===== src/design/pdw_pkg.sv =====
// package for the strap-configured watchdog and pd configuration block
// assumes a single 50 MHz system clock; strap levels are presented already decoded
`default_nettype none
package pdw_pkg;
  localparam int unsigned CLK_HZ = 50_000_000;
  localparam int unsigned WD_SHORT_S = 1;
  localparam int unsigned WD_LONG_S = 32;
  localparam int unsigned WD_SHORT_CYC = WD_SHORT_S * CLK_HZ;
  localparam longint unsigned WD_LONG_CYC = 64'(WD_LONG_S) * 64'(CLK_HZ);
  localparam int CNT_W = 32;
  localparam int ADDR_W = 3;
  localparam logic [CNT_W-1:0] TIMEOUT_RST = 32'hFFFFFFFF;
  // strap decode: low, capacitor, high
  typedef enum logic [1:0] {PDW_STRAP_LOW, PDW_STRAP_CAP, PDW_STRAP_HIGH} pdw_strap_e;
endpackage : pdw_pkg
`default_nettype wire


===== src/design/pdw_watchdog.sv =====
// watchdog, power-ok gating and pd strap configuration
// assumes all inputs synchronous to sys_clk_i; strap and mode levels valid at reset release
`default_nettype none
module pdw_watchdog (
  input wire logic sys_clk_i,
  input wire logic rst_b_i,
  input wire logic mode_pin_i,
  input wire logic sw_mode_i,
  input wire logic [1:0] watchdog_config_strap_i,
  input wire logic [2:0] addr_strap_i,
  input wire logic watchdog_kick_pin_i,
  input wire logic host_kick_i,
  input wire logic host_wd_enable_i,
  input wire logic timeout_wr_i,
  input wire logic [31:0] timeout_wdata_i,
  input wire logic voltages_ok_i,
  input wire logic local_power_detect_i,
  input wire logic class_valid_i,
  input wire logic detect_valid_i,
  input wire logic current_limit_select_i,
  output logic power_ok_out_o,
  output logic wd_timeout_o,
  output logic [31:0] timeout_reg_o,
  output logic local_power_detect_status_o,
  output logic local_power_run_o,
  output logic pd_enable_o,
  output logic class_resistor_pin_o,
  output logic signature_resistor_pin_o,
  output logic high_current_limit_o,
  output logic low_current_limit_o,
  output logic [2:0] i2c_addr_o,
  output logic reset_mode_o
);
  typedef enum logic [1:0] {PDW_ST_RESET, PDW_ST_OFF, PDW_ST_WAIT, PDW_ST_RUN} pdw_state_e;

  pdw_state_e state_ff;
  logic captured_ff;
  logic sw_ff;
  logic [1:0] strap_ff;
  logic kick_d_ff;
  logic [31:0] cnt_ff;
  logic [31:0] timeout_ff;
  logic timeout_flag_ff;
  logic kick;
  logic [31:0] load_val;

  assign kick = (watchdog_kick_pin_i != kick_d_ff) || host_kick_i;
  // the long period fits 32 bits, so the cut keeps every count bit
  assign load_val = !sw_ff ? ((strap_ff == 2'(pdw_pkg::PDW_STRAP_CAP)) ? 32'(pdw_pkg::WD_SHORT_CYC)
                    : 32'(pdw_pkg::WD_LONG_CYC)) : timeout_ff;

  // straps caught once, at the first edge after release
  always_ff @(posedge sys_clk_i or negedge rst_b_i)
  begin
    if (!rst_b_i)
    begin
      captured_ff <= 1'b0;
      sw_ff <= 1'b0;
      strap_ff <= 2'h0;
      i2c_addr_o <= 3'h0;
    end
    else if (!captured_ff)
    begin
      captured_ff <= 1'b1;
      sw_ff <= sw_mode_i;
      strap_ff <= watchdog_config_strap_i;
      i2c_addr_o <= addr_strap_i;
    end
  end

  always_ff @(posedge sys_clk_i or negedge rst_b_i)
  begin
    if (!rst_b_i)
      kick_d_ff <= 1'b0;
    else
      kick_d_ff <= watchdog_kick_pin_i;
  end

  always_ff @(posedge sys_clk_i or negedge rst_b_i)
  begin
    if (!rst_b_i)
      timeout_ff <= pdw_pkg::TIMEOUT_RST;
    else if (sw_ff && timeout_wr_i && timeout_wdata_i != 32'h0)
      timeout_ff <= timeout_wdata_i;
  end

  always_ff @(posedge sys_clk_i or negedge rst_b_i)
  begin
    if (!rst_b_i)
    begin
      state_ff <= PDW_ST_RESET;
      cnt_ff <= pdw_pkg::TIMEOUT_RST;
      timeout_flag_ff <= 1'b0;
    end
    else
    begin
      unique case (state_ff)
        PDW_ST_RESET:
        begin
          if (captured_ff && mode_pin_i)
          begin
            if (strap_ff == 2'(pdw_pkg::PDW_STRAP_LOW) || strap_ff == 2'h3)
              state_ff <= PDW_ST_OFF;
            else
              state_ff <= PDW_ST_WAIT;
          end
        end
        PDW_ST_OFF:
          timeout_flag_ff <= 1'b0;
        PDW_ST_WAIT:
        begin
          cnt_ff <= load_val;
          if (!sw_ff && voltages_ok_i)
            state_ff <= PDW_ST_RUN;
          else if (sw_ff && strap_ff == 2'(pdw_pkg::PDW_STRAP_CAP) && voltages_ok_i)
            state_ff <= PDW_ST_RUN;
          else if (sw_ff && strap_ff == 2'(pdw_pkg::PDW_STRAP_HIGH) && host_wd_enable_i)
            state_ff <= PDW_ST_RUN;
        end
        PDW_ST_RUN:
        begin
          if (kick)
          begin
            cnt_ff <= load_val;
            timeout_flag_ff <= 1'b0;
          end
          else if (cnt_ff <= 32'h1)
          begin
            cnt_ff <= 32'h0;
            timeout_flag_ff <= 1'b1;
          end
          else
            cnt_ff <= cnt_ff - 32'h1;
          if (sw_ff && strap_ff == 2'(pdw_pkg::PDW_STRAP_HIGH) && !host_wd_enable_i)
            state_ff <= PDW_ST_WAIT;
        end
      endcase
    end
  end

  // all outputs registered so the pins never glitch on decode
  always_ff @(posedge sys_clk_i or negedge rst_b_i)
  begin
    if (!rst_b_i)
    begin
      power_ok_out_o <= 1'b0;
      wd_timeout_o <= 1'b0;
      timeout_reg_o <= pdw_pkg::TIMEOUT_RST;
      local_power_detect_status_o <= 1'b0;
      local_power_run_o <= 1'b0;
      pd_enable_o <= 1'b0;
      class_resistor_pin_o <= 1'b1;
      signature_resistor_pin_o <= 1'b1;
      high_current_limit_o <= 1'b0;
      low_current_limit_o <= 1'b0;
      reset_mode_o <= 1'b1;
    end
    else
    begin
      power_ok_out_o <= voltages_ok_i && !timeout_flag_ff && state_ff != PDW_ST_RESET;
      wd_timeout_o <= timeout_flag_ff;
      timeout_reg_o <= timeout_ff;
      local_power_detect_status_o <= sw_ff && local_power_detect_i;
      local_power_run_o <= local_power_detect_i;
      pd_enable_o <= !local_power_detect_i;
      // resistors stay off once detached until reset; class stays on only in poe
      if (local_power_detect_i || class_valid_i)
        class_resistor_pin_o <= 1'b0;
      if (local_power_detect_i || detect_valid_i)
        signature_resistor_pin_o <= 1'b0;
      high_current_limit_o <= !local_power_detect_i && current_limit_select_i;
      low_current_limit_o <= !local_power_detect_i && !current_limit_select_i;
      reset_mode_o <= state_ff == PDW_ST_RESET;
    end
  end

  property p_timeout_drops_ok;
    @(posedge sys_clk_i) disable iff (!rst_b_i)
    timeout_flag_ff |=> !power_ok_out_o;
  endproperty
  a_timeout_drops_ok: assert property (p_timeout_drops_ok) else $error("power ok high during timeout");

  property p_kick_clears;
    @(posedge sys_clk_i) disable iff (!rst_b_i)
    (state_ff == PDW_ST_RUN && kick) |=> (!timeout_flag_ff && cnt_ff == $past(load_val));
  endproperty
  a_kick_clears: assert property (p_kick_clears) else $error("service did not reload");

  property p_off_no_timeout;
    @(posedge sys_clk_i) disable iff (!rst_b_i)
    (captured_ff && strap_ff == 2'(pdw_pkg::PDW_STRAP_LOW)) |-> state_ff != PDW_ST_RUN;
  endproperty
  a_off_no_timeout: assert property (p_off_no_timeout) else $error("watchdog ran with strap low");

  property p_climit;
    @(posedge sys_clk_i) disable iff (!rst_b_i)
    local_power_detect_i |=> (!high_current_limit_o && !low_current_limit_o && !pd_enable_o);
  endproperty
  a_climit: assert property (p_climit) else $error("limit active in local power");

  property p_sig_off;
    @(posedge sys_clk_i) disable iff (!rst_b_i)
    detect_valid_i |=> !signature_resistor_pin_o;
  endproperty
  a_sig_off: assert property (p_sig_off) else $error("signature resistor still on");

  property p_cls_off;
    @(posedge sys_clk_i) disable iff (!rst_b_i)
    class_valid_i |=> !class_resistor_pin_o;
  endproperty
  a_cls_off: assert property (p_cls_off) else $error("class resistor still on");

  property p_reset_mode;
    @(posedge sys_clk_i) disable iff (!rst_b_i)
    (state_ff == PDW_ST_RESET && !mode_pin_i) |=> state_ff == PDW_ST_RESET;
  endproperty
  a_reset_mode: assert property (p_reset_mode) else $error("left reset mode with mode low");

  property p_sw_wait;
    @(posedge sys_clk_i) disable iff (!rst_b_i)
    (state_ff == PDW_ST_WAIT && sw_ff && strap_ff == 2'(pdw_pkg::PDW_STRAP_HIGH) && !host_wd_enable_i)
      |=> state_ff == PDW_ST_WAIT;
  endproperty
  a_sw_wait: assert property (p_sw_wait) else $error("watchdog started without enable");

  property p_edge_kick;
    @(posedge sys_clk_i) disable iff (!rst_b_i)
    (state_ff == PDW_ST_RUN && $changed(watchdog_kick_pin_i)) |=> !timeout_flag_ff;
  endproperty
  a_edge_kick: assert property (p_edge_kick) else $error("pin edge not taken as service");

  // hardware periods are too long to run out in a bench, so the loaded count is watched instead
  property p_hw_short_load;
    @(posedge sys_clk_i) disable iff (!rst_b_i)
    (state_ff == PDW_ST_WAIT && !sw_ff && strap_ff == 2'(pdw_pkg::PDW_STRAP_CAP))
      |=> cnt_ff == 32'(pdw_pkg::WD_SHORT_CYC);
  endproperty
  a_hw_short_load: assert property (p_hw_short_load) else $error("short hardware period not loaded");

  property p_hw_long_load;
    @(posedge sys_clk_i) disable iff (!rst_b_i)
    (state_ff == PDW_ST_WAIT && !sw_ff && strap_ff == 2'(pdw_pkg::PDW_STRAP_HIGH))
      |=> cnt_ff == 32'(pdw_pkg::WD_LONG_CYC);
  endproperty
  a_hw_long_load: assert property (p_hw_long_load) else $error("long hardware period not loaded");
endmodule : pdw_watchdog
`default_nettype wire


===== config.mk =====
export PLATFORM = sky130hd
export DESIGN_NAME = pdw_watchdog
export DESIGN_NICKNAME = d
export VERILOG_FILES = /design/src/design/pdw_pkg.sv /design/src/design/pdw_watchdog.sv
export SDC_FILE = /design/constraint.sdc
export NUM_CORES = 1
export LEC_CHECK = 0
export ABC_AREA = 1
export BUFFER_PORTS_ARGS = -buffer_cell sky130_fd_sc_hd__buf_2
export CAP_MARGIN = 20
export CORE_MARGIN = 4
export CORE_UTILIZATION = 55
export DETAILED_ROUTE_END_ITERATION = 10
export GPL_TIMING_DRIVEN = 0
export PLACE_DENSITY = 0.78
export SLEW_MARGIN = 10
export SYNTH_ARGS = -nofsm -noshare
export SYNTH_HDL_FRONTEND = slang
export SYNTH_SLANG_ARGS = --single-unit

===== constraint.sdc =====
create_clock -name sys_clk_i -period 2.2 [get_ports sys_clk_i]
set_clock_uncertainty 0.2 [all_clocks]
set_input_delay 0.33 -clock sys_clk_i [delete_from_list [all_inputs] [get_ports sys_clk_i]]
set_output_delay 0.33 -clock sys_clk_i [all_outputs]
set_load 0.01 [all_outputs]

==> flow_metrics.py <==
metrics = {
    "outcome": {
        "status": "completed",
    },
    "critical_path": {
        "arrival_ns": 2.32,
        "timing.critical_path.buf_inv": 4,
        "max_stage_delay_ns": 0.54,
        "start_kind": "primary input",
        "endpoint_kind": "register",
        "critPathKind": "primary input to register",
        "worst-path-max-fanout": 10,
        "critPathTopFamily": "buffers and inverters",
        "cpMostUsedCell": "nand4_1",
        "path_cells": "dlygate4sd3_1 -> buf_2 -> inv_1 -> nand4_1 -> nor2_1 -> nand4_1 -> nand3_2 -> clkbuf_1 -> o21ai_0",
        "worst_path_max_delay_cell": "dlygate4sd3_1",
        "crit_required_ns": 2.43,
    },
    "global_routing": {
        "grt.overflow.total": 0,
        "grt_max_degree": 82,
        "grt_pass1_wl_um": 26960,
        "grt_pass1_vias": 5405,
        "antenna_found_initial": 0,
        "grtUsageTotal_pct": 27.66,
    },
    "finish": {
        "diodes": 0,
        "drive_gt1_share_pct": 32.28,
        "fin_nets": 893,
        "area_growth_pct": 30.34,
        "fin_area_um2": 7526,
        "fin_cells": 988,
    },
    "sta": {
        "period_needed_ns": 2.092,
        "worstMarginPinSlew_ns": 0.6257,
        "min_period_over_period_pct": 95.10,
        "fmax_mhz": 478.0,
        "rsz0062_at_grt": "false",
        "slew_violations": 0,
        "slew_headroom_pct": 58.29,
        "timing.final.hold_violations": 0,
        "setup_viol": 0,
    },
    "placed_design": {
        "dpl-instance-area_um2": 6449,
        "io_buffers": 94,
        "dp_cells": 905,
        "dp_hpwl_um": 10620,
        "gp_congestion": 0.9131,
    },
    "drt": {
        "vias": 5217,
        "wire_per_inst_um": 16.41,
        "drc": 0,
        "firstDrtPassIters": 5,
        "wl_um": 16220,
        "first_iter_violations": 338,
        "viasPerCell": 5.280,
        "ant_nets": 0,
    },
    "power_and_ir_drop": {
        "power.density_nw_per_um2": 1045,
        "ir_drop_mv": 0.6933,
        "p_leak_nw": 3.567,
    },
    "logic_synthesis": {
        "netlist_area_um2": 5774,
        "syn_inst": 674,
        "synth.distinct_cells": 40,
        "yosys-top-cells-count": "nand2_1, dfstp_2, inv_1, nor2_1, o21ai_0",
        "yosys.area.top_type": "dfstp_2",
        "synth_ff_type": "dfstp_2",
        "syn_area_per_cell_um2": 8.567,
        "yosys.area.top_type_share_pct": 45.05,
        "ys_warn_count": 0,
        "synth-edff-count": 0,
        "ys_ff_latch": 117,
        "synth.net_count": 728,
        "synth_area_leaders": "dfstp_2, nand2_1, dfrtp_1",
        "synthArstFlopShare_pct": 100.0,
        "yosysMostFrequentCell": "nand2_1",
        "synth-seq-area-share_pct": 52.85,
    },
    "floorplanning": {
        "dieArea_um2": 12200,
        "rows": 37,
        "start_util_pct": 56.18,
        "io_pins": 95,
        "core_um2": 10280,
        "die_x_um": 110.5,
        "die_y_um": 110.5,
    },
    "clock_network": {
        "cts-root-buf": "clkbuf_8",
        "post_cts_buffers": 0,
        "cts_buffers": 17,
        "clockBufferDepth": 2,
        "clk_pin_slew_ns": 0.06,
        "cts_tree": "done",
        "clkLatencyLatePin_ns": 0.53,
        "h-tree-depth": 4,
        "cts_sinks": 117,
    },
    "flow_run": {
        "drv_cap": 0,
    },
    "hold_path": {
        "hold_path.class": "primary input to async pin",
    },
}
## area by class of cell
class                      count  area [um2]
inverter                      85       319.1
tap                          136       170.2
sequential                   117        3052
timing repair buffer         146        1015
multi-input combinational    447        2290
clock inverter                12       106.4
buffer                        25       128.9
fill                         731        2751
clock buffer                  20       445.4
## where the power goes
| group | switching, mW | total, mW | internal (mW) |
|---|---|---|---|
| registers | 0.400 | 3.26 | 2.86 |
| logic | 1.28 | 2.05 | 0.773 |
| clock network | 1.00 | 2.55 | 1.55 |
## per-stage QoR
stage | setup TNS (ns) | util [%] | setup slack, ns | hold WS [ns] | power, mW
5_1_grt | 0 | 73.23 | 0.01441 | 0.06476 | 8.293
4_1_cts | 0 | 73.08 | 0.03897 | 0.06033 | 7.823
3_3_place_gp | -20.56 | 62.42 | -0.6811 | 0.1662 | 5.116
6_report | 0 | 73.23 | 0.1078 | 0.05502 | 7.862
3_5_place_dp | 0 | 62.75 | 0.06036 | 0.04396 | 5.180
2_1_floorplan | 0 | - | 0.3676 | -0.1656 | 4.552
## final timing paths
check | startpoint | depth (start not counted) | to | slack [ns]
max | timeout_wdata_i[0] | 9 | timeout_ff[13] | 0.11
min | rst_b_i | 2 | local_power_run_o | 0.06
max reg2reg | cnt_ff[0] | 10 | cnt_ff[26] | 0.14
min reg2reg | timeout_ff[24] | 0 | timeout_reg_o[24] | 0.17
max in group asynchronous | rst_b_i | 3 | cnt_ff[25] | 1.02
min in group sys_clk_i | timeout_wr_i | 4 | timeout_ff[31] | 0.07
## kinds of logic after synthesis
group	Yosys count	share of synthesized area, %
AND/OR/NAND/NOR	317	24.70
flip-flops	117	52.85
AO/OA/AOI/OAI	111	11.64
buffers and inverters	110	7.757
XOR/XNOR	14	2.124
adder cells (fa/ha/maj)	4	0.8668
other	1	0.06494
## what timing repair did
item | 4_1_cts | 5_1_grt
setup endpoints to repair | 0 | 40
hold buffers | 51 | 0
resized for setup | 0 | 3
endpoints found under the hold margin | 102 | 0
## routing by layer
layer	global-route usage, %	part of all wire [%]
met1	34.65	41
met2	46.16	50
met3	5.370	5.9
met4	12.97	3.3
met5	0	0
## placed cells by master (no fill, tap or decap), types with 2 or more instances in the layout
cell           synthesis  final
clkbuf_1              11     12
clkinv_4               0      3
nand3_2               10     12
nor2_1                75     75
clkbuf_16              0     16
o31ai_1                2      2
inv_1                 83     83
ha_1                   4      4
clkinvlp_4             0      4
xor2_1                12     12
nor2_4                 3      3
dfrtp_1               18     18
o21ai_0               50     50
nor3_1                 2      2
a21oi_1               22     22
o21bai_1              13     13
nand4_1               11     11
buf_6                  3      4
a32oi_1               10     10
dfstp_2               99     99
a21oi_2                6      6
xnor2_1                2      2
clkbuf_8               0      3
nand2_2                6      5
nor2_2                 5      5
clkinv_2               0      4
or2_2                  3      3
nor3b_1                3      3
nand2_1              162    162
nand3_1               34     32
dlygate4sd3_1          0     51
buf_1                  3      3
o211ai_1               3      3
buf_2                  7    100
## state kept, by name, summed over array words and instances (netlist names)
signal,flops
cnt_ff,32
timeout_ff,32
timeout_reg_o,32
i2c_addr_o,3
state_ff,2
strap_ff,2
captured_ff,1
class_resistor_pin_o,1
high_current_limit_o,1
kick_d_ff,1
local_power_detect_status_o,1
local_power_run_o,1
low_current_limit_o,1
pd_enable_o,1
power_ok_out_o,1
reset_mode_o,1
signature_resistor_pin_o,1
sw_ff,1
timeout_flag_ff,1
wd_timeout_o,1
(Power assumes the default switching activity.)
